**src/spx_pkg.sv**
```systemverilog
package spx_pkg;

  // Register byte offsets
  localparam logic [7:0] OFS_COUNTER_ENV  = 8'h00;
  localparam logic [7:0] OFS_BACKLASH_CFG = 8'h04;
  localparam logic [7:0] OFS_VIB_DELAY    = 8'h08;
  localparam logic [7:0] OFS_OPER_MODE    = 8'h0C;
  localparam logic [7:0] OFS_ENV_ONE      = 8'h10;
  localparam logic [7:0] OFS_EXT_STATUS   = 8'h14;

  // Field positions
  localparam int CNT_EN_LSB      = 24; // Three counter enables, 26:24
  localparam int BL_AMOUNT_LSB   = 0;  // Backlash amount, 11:0
  localparam int BL_AMOUNT_W     = 12;
  localparam int BL_ENABLE_BIT   = 15;
  localparam int REV_DELAY_LSB   = 0;  // Reverse delay, 15:0
  localparam int FWD_DELAY_LSB   = 16; // Forward delay, 31:16
  localparam int DELAY_W         = 16;
  localparam int DONE_TIMING_BIT = 12;
  localparam int PIN_SELECT_BIT  = 16;
  localparam int MASK_CTL_BIT    = 17;
  localparam int DRIVE_POL_BIT   = 18;
  localparam int EXC_METHOD_BIT  = 19;
  localparam int MASK_LEVEL_BIT  = 25;
  localparam int ROT_REVERSE_BIT = 0;
  localparam int PHASE_STAT_LSB  = 24;
  localparam int STEP_STAT_LSB   = 1;

  // Reset values
  localparam logic [31:0] RST_COUNTER_ENV  = 32'h0000_0000;
  localparam logic [31:0] RST_BACKLASH_CFG = 32'h0000_0000;
  localparam logic [31:0] RST_VIB_DELAY    = 32'h0000_0000;
  localparam logic [31:0] RST_OPER_MODE    = 32'h0000_0000;
  localparam logic [31:0] RST_ENV_ONE      = 32'h0000_0000;

  // Masked phase levels, phase 1 in bit 3
  localparam logic [3:0] MASK_LLLL = 4'h0;
  localparam logic [3:0] MASK_LLHH = 4'h3;

  // Timing
  localparam int CLK_MHZ       = 50;
  localparam int VIB_UNIT_NS   = 1600;
  localparam int VIB_UNIT_CYC  = (VIB_UNIT_NS * CLK_MHZ) / 1000;

  // AXI responses
  localparam logic [1:0] RESP_OKAY   = 2'h0;
  localparam logic [1:0] RESP_SLVERR = 2'h2;

  typedef enum logic [2:0] {
    SPX_IDLE,
    SPX_BACKLASH,
    SPX_MOVE,
    SPX_REV_WAIT,
    SPX_FWD_WAIT
  } spx_state_type;

endpackage

```
**src/spx_step_if.sv**
```systemverilog
`timescale 1ns/1ps
interface spx_step_if;
  logic       step;
  logic       dir;
  logic       bipolar;
  logic       half_step;
  logic       reverse;
  logic [3:0] phase;
  logic [2:0] index;

  modport seq (input step, dir, bipolar, half_step, reverse,
               output phase, index);
  modport ctl (output step, dir, bipolar, half_step, reverse,
               input phase, index);
endinterface

```
**src/spx_top.sv**
```systemverilog
`timescale 1ns/1ps
// Summary of operation
// RULE1 - Emit backlash pulses at correction rate first
// RULE2 - Correct only when start reverses direction
// RULE3 - Backlash amount is twelve bits wide
// RULE4 - Enable bit gates backlash correction
// RULE5 - Per-counter enable for counting correction pulses
// RULE6 - After completion, one reverse then forward
// RULE7 - Suppression only when both delays nonzero
// RULE8 - Sixteen-bit delays, 1.6 us units
// RULE9 - Suppression forces completion at pulse width
// RULE10 - Polarity bit picks unipolar or bipolar
// RULE11 - Method bit picks four or eight steps
// RULE12 - Unipolar phase patterns per step
// RULE13 - Bipolar phase patterns per step
// RULE14 - Direction moves index; reverse bit swaps
// RULE15 - Pin select: status signals or phases
// RULE16 - Mask bit zero forces masked level
// RULE17 - Masked level LLLL or LLHH
// RULE18 - Odd step switching to 2-phase advances
// RULE19 - Status bits 24-27 show phase levels
// RULE20 - Correction pulses use new direction, step
// RULE21 - Reset: step zero, direction history matches
module spx_top #(
  parameter int UNIT_CYC = spx_pkg::VIB_UNIT_CYC
) (
  input  wire logic        clock_in,
  input  wire logic        nrst_in,
  input  wire logic        clk_en_in,
  // AXI4-Lite slave
  input  wire logic [7:0]  s_axi_awaddr_in,
  input  wire logic        s_axi_awvalid_in,
  output logic             s_axi_awready_out,
  input  wire logic [31:0] s_axi_wdata_in,
  input  wire logic [3:0]  s_axi_wstrb_in,
  input  wire logic        s_axi_wvalid_in,
  output logic             s_axi_wready_out,
  output logic [1:0]       s_axi_bresp_out,
  output logic             s_axi_bvalid_out,
  input  wire logic        s_axi_bready_in,
  input  wire logic [7:0]  s_axi_araddr_in,
  input  wire logic        s_axi_arvalid_in,
  output logic             s_axi_arready_out,
  output logic [31:0]      s_axi_rdata_out,
  output logic [1:0]       s_axi_rresp_out,
  output logic             s_axi_rvalid_out,
  input  wire logic        s_axi_rready_in,
  // Pulse generator side
  input  wire logic        start_req_in,
  input  wire logic        start_dir_in,
  input  wire logic        correction_speed_in,
  input  wire logic        cmd_pulse_in,
  input  wire logic        cmd_last_in,
  input  wire logic        op_done_in,
  input  wire logic        motion_busy_in,
  input  wire logic        accelerating_in,
  input  wire logic        decelerating_in,
  input  wire logic        constant_speed_in,
  // Outputs
  output logic             start_grant_out,
  output logic             pulse_out,
  output logic             dir_out,
  output logic [2:0]       count_en_out,
  output logic             op_complete_out,
  output logic [3:0]       shared_pins_out
);
  import spx_pkg::*;

  // Elaboration check
  generate
    if (UNIT_CYC < 1) begin : g_bad_unit
      $error("UNIT_CYC must be at least one");
    end
  endgenerate

  // Register bus state
  logic [31:0] counter_environment_r;
  logic [31:0] backlash_config_r;
  logic [31:0] vibration_delay_r;
  logic [31:0] operation_mode_r;
  logic [31:0] environment_one_r;
  logic        aw_have_r;
  logic        w_have_r;
  logic [7:0]  aw_addr_r;
  logic [31:0] w_data_r;
  logic [3:0]  w_strb_r;
  logic        wr_fire;
  logic [31:0] ext_status;

  // Control fields
  logic [2:0]             counter_count_during_backlash;
  logic [BL_AMOUNT_W-1:0] backlash_amount;
  logic                   backlash_enable;
  logic [DELAY_W-1:0]     reverse_delay;
  logic [DELAY_W-1:0]     forward_delay;
  logic                   vib_active;
  logic                   completion_timing_select;
  logic                   excitation_method_select;
  logic                   rotation_reverse;

  // Sequencing state
  spx_state_type          state_r;
  logic                   last_dir_r;
  logic                   history_r;
  logic                   move_dir_r;
  logic [BL_AMOUNT_W-1:0] bl_left_r;
  logic [DELAY_W-1:0]     dly_r;
  logic [31:0]            pre_r;
  logic                   done_sent_r;
  logic                   unit_tick;
  logic                   emit;
  logic                   emit_dir;
  logic                   emit_bl;
  logic                   reversal;
  logic [3:0]             phase_live;

  spx_step_if step_bus ();

  // Address to register slot; 7 means unmapped
  function automatic logic [2:0] reg_slot(input logic [7:0] a);
    logic [2:0] s;
    s = 3'd7;
    unique case (a)
      OFS_COUNTER_ENV:  s = 3'd0;
      OFS_BACKLASH_CFG: s = 3'd1;
      OFS_VIB_DELAY:    s = 3'd2;
      OFS_OPER_MODE:    s = 3'd3;
      OFS_ENV_ONE:      s = 3'd4;
      OFS_EXT_STATUS:   s = 3'd5;
      default:          s = 3'd7;
    endcase
    return s;
  endfunction

  // Byte-lane merge of a write
  function automatic logic [31:0] merge(input logic [31:0] old,
                                        input logic [31:0] nw,
                                        input logic [3:0]  be);
    logic [31:0] m;
    m = old;
    for (int b = 0; b < 4; b++) begin
      if (be[b]) m[8*b +: 8] = nw[8*b +: 8];
    end
    return m;
  endfunction

  // Field extraction
  assign counter_count_during_backlash =
    counter_environment_r[CNT_EN_LSB +: 3];
  assign backlash_amount =
    backlash_config_r[BL_AMOUNT_LSB +: BL_AMOUNT_W]; // RULE3
  assign backlash_enable = backlash_config_r[BL_ENABLE_BIT];
  assign reverse_delay   = vibration_delay_r[REV_DELAY_LSB +: DELAY_W];
  assign forward_delay   = vibration_delay_r[FWD_DELAY_LSB +: DELAY_W];
  assign vib_active = (reverse_delay != '0) && (forward_delay != '0); // RULE7
  assign completion_timing_select = operation_mode_r[DONE_TIMING_BIT];
  assign excitation_method_select = operation_mode_r[EXC_METHOD_BIT];
  assign rotation_reverse         = environment_one_r[ROT_REVERSE_BIT];

  // Write and read channel handshakes
  assign s_axi_awready_out = !aw_have_r && !s_axi_bvalid_out;
  assign s_axi_wready_out  = !w_have_r && !s_axi_bvalid_out;
  assign wr_fire           = aw_have_r && w_have_r && !s_axi_bvalid_out;
  assign s_axi_arready_out = !s_axi_rvalid_out;

  // Write address and data capture, either order
  always_ff @(posedge clock_in or negedge nrst_in) begin
    if (!nrst_in) begin
      aw_have_r <= 1'b0;
      w_have_r  <= 1'b0;
      aw_addr_r <= 8'h00;
      w_data_r  <= 32'h0000_0000;
      w_strb_r  <= 4'h0;
    end else if (clk_en_in) begin
      if (s_axi_awvalid_in && s_axi_awready_out) begin
        aw_have_r <= 1'b1;
        aw_addr_r <= s_axi_awaddr_in;
      end else if (wr_fire) begin
        aw_have_r <= 1'b0;
      end
      if (s_axi_wvalid_in && s_axi_wready_out) begin
        w_have_r <= 1'b1;
        w_data_r <= s_axi_wdata_in;
        w_strb_r <= s_axi_wstrb_in;
      end else if (wr_fire) begin
        w_have_r <= 1'b0;
      end
    end
  end

  // Register storage and write response
  always_ff @(posedge clock_in or negedge nrst_in) begin
    if (!nrst_in) begin
      counter_environment_r <= RST_COUNTER_ENV;
      backlash_config_r     <= RST_BACKLASH_CFG;
      vibration_delay_r     <= RST_VIB_DELAY;
      operation_mode_r      <= RST_OPER_MODE;
      environment_one_r     <= RST_ENV_ONE;
      s_axi_bvalid_out      <= 1'b0;
      s_axi_bresp_out       <= RESP_OKAY;
    end else if (clk_en_in) begin
      if (wr_fire) begin
        s_axi_bvalid_out <= 1'b1;
        s_axi_bresp_out  <= RESP_OKAY;
        unique case (reg_slot(aw_addr_r))
          3'd0: counter_environment_r <=
                  merge(counter_environment_r, w_data_r, w_strb_r); // RULE5
          3'd1: backlash_config_r <=
                  merge(backlash_config_r, w_data_r, w_strb_r); // RULE4
          3'd2: vibration_delay_r <=
                  merge(vibration_delay_r, w_data_r, w_strb_r); // RULE8
          3'd3: operation_mode_r <=
                  merge(operation_mode_r, w_data_r, w_strb_r);
          3'd4: environment_one_r <=
                  merge(environment_one_r, w_data_r, w_strb_r);
          3'd5: s_axi_bresp_out <= RESP_OKAY; // Status ignores writes
          default: s_axi_bresp_out <= RESP_SLVERR;
        endcase
      end else if (s_axi_bready_in) begin
        s_axi_bvalid_out <= 1'b0;
      end
    end
  end

  // Status word: phase levels, step index, busy
  always_comb begin
    ext_status = 32'h0000_0000;
    ext_status[PHASE_STAT_LSB +: 4] = {phase_live[0], phase_live[1],
                                       phase_live[2], phase_live[3]}; // RULE19
    ext_status[STEP_STAT_LSB +: 3] = step_bus.index;
    ext_status[0] = (state_r != SPX_IDLE);
  end

  // Read channel; write-only registers read as zero
  always_ff @(posedge clock_in or negedge nrst_in) begin
    if (!nrst_in) begin
      s_axi_rvalid_out <= 1'b0;
      s_axi_rdata_out  <= 32'h0000_0000;
      s_axi_rresp_out  <= RESP_OKAY;
    end else if (clk_en_in) begin
      if (s_axi_arvalid_in && s_axi_arready_out) begin
        s_axi_rvalid_out <= 1'b1;
        s_axi_rdata_out  <= 32'h0000_0000;
        s_axi_rresp_out  <= RESP_OKAY;
        unique case (reg_slot(s_axi_araddr_in))
          3'd5: s_axi_rdata_out <= ext_status; // RULE19
          3'd7: s_axi_rresp_out <= RESP_SLVERR;
          default: s_axi_rdata_out <= 32'h0000_0000;
        endcase
      end else if (s_axi_rready_in) begin
        s_axi_rvalid_out <= 1'b0;
      end
    end
  end

  // Reversal test; no history after reset counts as matching
  assign reversal = history_r && (start_dir_in != last_dir_r); // RULE2 RULE21

  // Delay unit prescaler, runs only while waiting
  assign unit_tick = (pre_r == 32'(UNIT_CYC - 1));
  always_ff @(posedge clock_in or negedge nrst_in) begin
    if (!nrst_in) begin
      pre_r <= 32'h0000_0000;
    end else if (clk_en_in) begin
      if ((state_r == SPX_REV_WAIT || state_r == SPX_FWD_WAIT)
          && !unit_tick) begin
        pre_r <= pre_r + 32'h0000_0001; // RULE8
      end else begin
        pre_r <= 32'h0000_0000;
      end
    end
  end

  // Pulse source selection for this cycle
  always_comb begin
    emit     = 1'b0;
    emit_dir = move_dir_r;
    emit_bl  = 1'b0;
    unique case (state_r)
      SPX_BACKLASH: begin
        emit    = correction_speed_in; // RULE1
        emit_bl = 1'b1;
      end
      SPX_MOVE: begin
        emit = cmd_pulse_in;
      end
      SPX_REV_WAIT: begin
        emit     = unit_tick && (dly_r == 16'h0001); // RULE6
        emit_dir = !move_dir_r;
      end
      SPX_FWD_WAIT: begin
        emit = unit_tick && (dly_r == 16'h0001); // RULE6
      end
      SPX_IDLE: begin
        emit = 1'b0;
      end
    endcase
  end

  // Move sequencer
  always_ff @(posedge clock_in or negedge nrst_in) begin
    if (!nrst_in) begin
      state_r     <= SPX_IDLE;
      last_dir_r  <= 1'b0;
      history_r   <= 1'b0; // RULE21
      move_dir_r  <= 1'b0;
      bl_left_r   <= '0;
      dly_r       <= '0;
      done_sent_r <= 1'b0;
    end else if (clk_en_in) begin
      unique case (state_r)
        SPX_IDLE: begin
          if (start_req_in) begin
            move_dir_r  <= start_dir_in;
            last_dir_r  <= start_dir_in;
            history_r   <= 1'b1;
            done_sent_r <= 1'b0;
            bl_left_r   <= backlash_amount;
            if (backlash_enable && reversal
                && backlash_amount != '0) begin // RULE2 RULE4
              state_r <= SPX_BACKLASH;
            end else begin
              state_r <= SPX_MOVE;
            end
          end
        end
        SPX_BACKLASH: begin
          if (correction_speed_in) begin
            bl_left_r <= bl_left_r - 1'b1; // RULE1
            if (bl_left_r == 12'h001) begin
              state_r <= SPX_MOVE;
            end
          end
        end
        SPX_MOVE: begin
          if (cmd_pulse_in && cmd_last_in) begin
            done_sent_r <= completion_timing_select && !vib_active;
          end
          if (op_done_in) begin
            if (vib_active) begin // RULE7
              dly_r   <= reverse_delay; // RULE8
              state_r <= SPX_REV_WAIT;
            end else begin
              state_r <= SPX_IDLE;
            end
          end
        end
        SPX_REV_WAIT: begin
          if (unit_tick) begin
            dly_r <= dly_r - 1'b1;
            if (dly_r == 16'h0001) begin
              dly_r   <= forward_delay; // RULE8
              state_r <= SPX_FWD_WAIT;
            end
          end
        end
        SPX_FWD_WAIT: begin
          if (unit_tick) begin
            dly_r <= dly_r - 1'b1;
            if (dly_r == 16'h0001) begin
              state_r <= SPX_IDLE;
            end
          end
        end
      endcase
    end
  end

  // Grant pulse: move may begin once correction is over
  always_ff @(posedge clock_in or negedge nrst_in) begin
    if (!nrst_in) begin
      start_grant_out <= 1'b0;
    end else if (clk_en_in) begin
      start_grant_out <=
        (state_r == SPX_IDLE && start_req_in
         && !(backlash_enable && reversal && backlash_amount != '0))
        || (state_r == SPX_BACKLASH && correction_speed_in
            && bl_left_r == 12'h001); // RULE1
    end
  end

  // Output pulse, direction and counter enables
  always_ff @(posedge clock_in or negedge nrst_in) begin
    if (!nrst_in) begin
      pulse_out    <= 1'b0;
      dir_out      <= 1'b0;
      count_en_out <= 3'b000;
    end else if (clk_en_in) begin
      pulse_out <= emit;
      if (emit) begin
        dir_out <= emit_dir; // RULE20
      end
      count_en_out <= emit_bl ? {3{emit}} & counter_count_during_backlash
                              : {3{emit}}; // RULE5
    end
  end

  // Completion: end of pulse width, or cycle end from the generator
  always_ff @(posedge clock_in or negedge nrst_in) begin
    if (!nrst_in) begin
      op_complete_out <= 1'b0;
    end else if (clk_en_in) begin
      op_complete_out <=
        (state_r == SPX_FWD_WAIT && emit) // RULE9
        || (state_r == SPX_MOVE && !vib_active && cmd_pulse_in
            && cmd_last_in && completion_timing_select)
        || (state_r == SPX_MOVE && !vib_active && op_done_in
            && !completion_timing_select && !done_sent_r);
    end
  end

  // Excitation sequencer, stepped by every output pulse
  assign step_bus.step      = emit; // RULE20
  assign step_bus.dir       = emit_dir;
  assign step_bus.bipolar   = operation_mode_r[DRIVE_POL_BIT]; // RULE10
  assign step_bus.half_step = excitation_method_select; // RULE11
  assign step_bus.reverse   = rotation_reverse; // RULE14

  spx_excite u_excite (
    .clock_in  (clock_in),
    .nrst_in   (nrst_in),
    .clk_en_in (clk_en_in),
    .st        (step_bus)
  );

  // Phase masking to the selected level
  assign phase_live = operation_mode_r[MASK_CTL_BIT] ? step_bus.phase
                    : (operation_mode_r[MASK_LEVEL_BIT] ? MASK_LLHH
                                                        : MASK_LLLL);
                    // RULE16 RULE17

  // Shared pins: status group or phases, bit 0 = first pin
  always_ff @(posedge clock_in or negedge nrst_in) begin
    if (!nrst_in) begin
      shared_pins_out <= 4'h0;
    end else if (clk_en_in) begin
      if (operation_mode_r[PIN_SELECT_BIT]) begin
        shared_pins_out <= {phase_live[0], phase_live[1],
                            phase_live[2], phase_live[3]}; // RULE15
      end else begin
        shared_pins_out <= {constant_speed_in, decelerating_in,
                            accelerating_in, motion_busy_in}; // RULE15
      end
    end
  end
endmodule

```
**src/spx_excite.sv**
```systemverilog
`timescale 1ns/1ps
module spx_excite (
  input wire logic clock_in,
  input wire logic nrst_in,
  input wire logic clk_en_in,
  spx_step_if.seq  st
);
  import spx_pkg::*;

  logic [2:0] idx_r;
  logic [2:0] idx_nxt;
  logic [2:0] stride;
  logic       fwd;

  // Eight-entry pattern, phase 1 in bit 3; 2-phase uses even entries
  function automatic logic [3:0] phase_of(input logic bip,
                                          input logic [2:0] i);
    logic [3:0] p;
    p = 4'h0;
    if (bip) begin
      unique case (i) // RULE13
        3'd0: p = 4'h8;
        3'd1: p = 4'h9;
        3'd2: p = 4'hC;
        3'd3: p = 4'hE;
        3'd4: p = 4'h4;
        3'd5: p = 4'h5;
        3'd6: p = 4'h0;
        3'd7: p = 4'h2;
      endcase
    end else begin
      unique case (i) // RULE12
        3'd0: p = 4'h9;
        3'd1: p = 4'h8;
        3'd2: p = 4'hC;
        3'd3: p = 4'h4;
        3'd4: p = 4'h6;
        3'd5: p = 4'h2;
        3'd6: p = 4'h3;
        3'd7: p = 4'h1;
      endcase
    end
    return p;
  endfunction

  // Step direction and stride; odd index in 2-phase lands on even
  always_comb begin
    fwd    = st.dir ^ st.reverse; // RULE14
    stride = (!st.half_step && !idx_r[0]) ? 3'd2 : 3'd1; // RULE11 RULE18
    idx_nxt = fwd ? idx_r + stride : idx_r - stride; // RULE14
  end

  // Step index, starts at step 0
  always_ff @(posedge clock_in or negedge nrst_in) begin
    if (!nrst_in) begin
      idx_r <= 3'd0; // RULE21
    end else if (clk_en_in && st.step) begin
      idx_r <= idx_nxt; // RULE12
    end
  end

  assign st.phase = phase_of(st.bipolar, idx_r); // RULE10
  assign st.index = idx_r;
endmodule

```
**config.mk**
```make
export PLATFORM = sky130hd
export DESIGN_NAME = spx_top
export DESIGN_NICKNAME = d
export VERILOG_FILES = /design/src/spx_pkg.sv /design/src/spx_step_if.sv /design/src/spx_top.sv /design/src/spx_excite.sv
export SDC_FILE = /design/constraint.sdc
export NUM_CORES = 1
export LEC_CHECK = 0
export ABC_CLOCK_PERIOD_IN_PS = 4730
export BUFFER_PORTS_ARGS = -buffer_cell sky130_fd_sc_hd__buf_2
export CELL_PAD_IN_SITES_DETAIL_PLACEMENT = 1
export CELL_PAD_IN_SITES_GLOBAL_PLACEMENT = 1
export CORE_UTILIZATION = 50
export DETAILED_ROUTE_END_ITERATION = 10
export PLACE_DENSITY_LB_ADDON = 0.1
export SLEW_MARGIN = 30
export SYNTH_ARGS = -nofsm -noshare
export SYNTH_HDL_FRONTEND = slang
export SYNTH_SLANG_ARGS = --single-unit
```
**constraint.sdc**
```tcl
create_clock -name clock_in -period 4.73 [get_ports clock_in]
set_clock_uncertainty 0.1 [all_clocks]
set_input_delay 0.946 -clock clock_in [delete_from_list [all_inputs] [get_ports clock_in]]
set_output_delay 0.946 -clock clock_in [all_outputs]
set_load 0.02 [all_outputs]
```
==> results.txt <==
status: finished, final reports clean
die height: 140.4 um
initial core utilization: 51.16%
number of remaining DRC errors: 0
first-pass GRT wire length: 42550 um
cts hold-fix bufs: 0
largest net degree at the start of global routing: 114
Final ANT Viol Nets: 0
RSZ-0062 raised after global routing: false
setup total negative slack: 0 ns
num rows: 50
Setup-failing EPs final: 0
# resized after CTS: 0
share of layout cells above drive strength 1: 27.86%
vias per std cell: 6.151
Distinct cells, synth: 67
post-synthesis adder-cell area fraction: 0.8629%
initial antenna violation count: 0
Final GP Congestion: 0.8870
Max Root-Sink Buffers: 2
FF+latch count, synth: 193
Least-Margin Pin Slew: 0.9486 ns
CP startpoint kind: flop
Total GRT Usage: 28.03%
Compound-Gate Fraction of Synth Area: 11.18%
Sink Count: 193
synth warn: 0
Layout area overhead: 13.66%
Ports: 122
DP Wirelength: 18690 um
largest family of logic cells by synthesized area: simple AND/OR/NAND/NOR gates
Worst Path Required: 4.95 ns
Hold Path Class: in2async
EDFF count, synth: 0
vias: 7467
Yosys top cell by area: dfrtp_1
Final Util: 58.15%
gate count of the mapped netlist: 876
initial DRC count: 417
post-synthesis mux area share: 14.00%
FMAX: 0.2901 GHz
Post-Synth XOR/XNOR Area: 2.706%
Final min period: 3.447 ns
Reg clk slew, reported paths: 0.08 ns
H-tree depth: 4
Syn Area/Cell: 10.93 sq um
Routed WL: 26210 um
Antenna Diode Count: 0
worst-skew pair later-pin latency: 0.44 ns
crit share post-route: 72.88%
CTS tree: built
WL/cell: 21.59 um
critical path arrival: 3.67 ns
grt ovf: 0
Leak: 0.004905 uW
vias in the first global route: 7828
clk root buf: clkbuf_16
Crit. End Element: flop
PD cells: 504.2 mW/mm^2
maximum vdd drop: 0.3573 mV
Final Hold Vio Count: 0
Syn Std Cell Area: 0.009570 sq mm
CTS Buf Count: 17
full die area: 0.01970 sq mm
Simple-Gate Fraction of Synth Area: 16.46%
sequential share of the synthesized area: 50.46%
I/O Buffers: 95
Synth Flop Type: dfrtp_1
critical setup path kind: reg2reg
max-cap check violation count: 0
relative slew slack: 36.18%
Area contributors post-synth: dfrtp_1, mux2_2, nor2_1
Slew Viols, Final: 0
Post-synth ARST share: 100.0%
core box area: 0.01871 sq mm
Nets: 1043
Synth top area share: 50.46%
Pre-Repair DR Iteration Count: 5
fill cell count: 2024
buffer count from post-CTS setup fixing: 0
die width: 140.4 um
crit-path max FO: 26
-- cell families (layout without fill, tap and decap cells) --
logic type                 after synthesis  in the layout
other                                    1             26
adders and majority gates                6              6
and+or+nand+nor                        292            292
AOI/OAI and AO/OA                      156            156
muxes                                  120            120
DFF                                    193            193
buffers and inverters                   80            159
xor gates and xnor gates                28             28
-- cell usage after synthesis (all sizes together), types with 19 or more instances --
library cell	number
buf	31
nand3	31
nor2	62
mux2	111
nand2	57
o21ai	37
nor4	33
xor2	19
dfrtp	193
a21oi	31
clkbuf	32
nand4	24
-- worst paths after layout --
| kind | to | slack [ns] | cells after the start | from |
|---|---|---|---|---|
| worst max-delay path | dly_r[0]$_DFFE_PN0P_ | 1.28 | 6 | state_r[0]$_DFFE_PN0P_ |
| worst min-delay path | s_axi_rresp_out[1]$_DFFE_PN0P_ | 0.31 | 1 | nrst_in |
| worst max register to register | dly_r[0]$_DFFE_PN0P_ | 1.28 | 6 | state_r[0]$_DFFE_PN0P_ |
| worst min register to register | s_axi_rdata_out[27]$_DFFE_PN0P_ | 0.39 | 2 | s_axi_rdata_out[27]$_DFFE_PN0P_ |
| max in group asynchronous | w_data_r[17]$_DFFE_PN0P_ | 3.13 | 3 | nrst_in |
| min in group clock_in | s_axi_rdata_out[27]$_DFFE_PN0P_ | 0.39 | 2 | s_axi_rdata_out[27]$_DFFE_PN0P_ |
-- through the flow --
step / instances / setup WS [ns] / total power (uW) / area (sq um) / hold WS [ns]
floorplan: 901 / 2.027 / 3408 / 9664 / 0.3355
global placement: 1181 / 1.524 / 3852 / 10210 / 0.3598
detailed placement: 1181 / 1.320 / 3973 / 10210 / 0.3703
CTS: 1213 / 1.372 / 5498 / 10820 / 0.3880
global route: 1214 / 1.173 / 5761 / 10880 / 0.3301
finish: 1214 / 1.283 / 5485 / 10880 / 0.3052
-- worst max-delay path, cell delays in order (launching register included) --
cell	delay, ns
dfrtp_1	0.90
and3b_1	0.75
nor2_1	0.27
nor4_4	0.30
buf_4	0.26
or2_2	0.34
mux2_2	0.39
-- report_power, final --
part / switching (uW) / leakage (uW) / total (uW) / internal, uW
clock: 674 / 0.000288 / 1520 / 844
sequential: 465 / 0.00253 / 2480 / 2020
combinational: 852 / 0.00209 / 1490 / 633
-- cell usage in the layout (no fill, tap or decap), types with 5 or more instances in the layout --
| master | instances |
|---|---|
| xnor2_1 | 8 |
| o2bb2ai_1 | 9 |
| buf_2 | 94 |
| a32oi_1 | 11 |
| or3_1 | 9 |
| nor3b_1 | 6 |
| a21oi_1 | 30 |
| nand3b_1 | 5 |
| clkbuf_16 | 17 |
| conb_1 | 26 |
| nor2b_1 | 5 |
| nor2_1 | 58 |
| buf_4 | 14 |
| nand4_1 | 23 |
| o21ai_0 | 36 |
| nor3_1 | 18 |
| dfrtp_1 | 193 |
| mux2i_1 | 9 |
| and3_1 | 10 |
| o22ai_1 | 13 |
| o211ai_1 | 6 |
| ha_1 | 5 |
| inv_1 | 14 |
| a22o_1 | 17 |
| mux2_2 | 111 |
| xor2_1 | 19 |
| nor4_1 | 27 |
| nand2_1 | 57 |
| or4_1 | 5 |
| nand2b_1 | 5 |
| o31ai_1 | 5 |
| nor4_2 | 5 |
| nand3_1 | 31 |
-- cell type report --
type	count	area, sq um	share of cell area, %
multi-input cells	628	4466	41.05
flip-flops and latches	193	4830	44.40
clock buffers	19	432.9	3.980
inverters	17	63.81	0.5866
repair buffers	110	618.1	5.682
clock inverters	13	175.2	1.610
well taps	234	292.8	2.692
-- routing by layer --
layer	GRT usage [%]	vias to the layer above	routed length [um]
li1	-	3374	-
met1	35.96	3840	11230
met2	48.39	203	13370
met3	3.658	50	901
met4	10.70	0	706
met5	0	-	0
-- flip-flops by register name, indices dropped and copies added, names as in the netlist, 3 cells and up --
register	count
count_en_out	3
vibration_delay_r	32
operation_mode_r	6
s_axi_rdata_out	8
bl_left_r	12
backlash_config_r	13
counter_environment_r	3
dly_r	16
w_strb_r	4
shared_pins_out	4
aw_addr_r	8
pre_r	32
state_r	3
w_data_r	32
u_excite.st.index	3
Power figures use the tool's default switching activity.
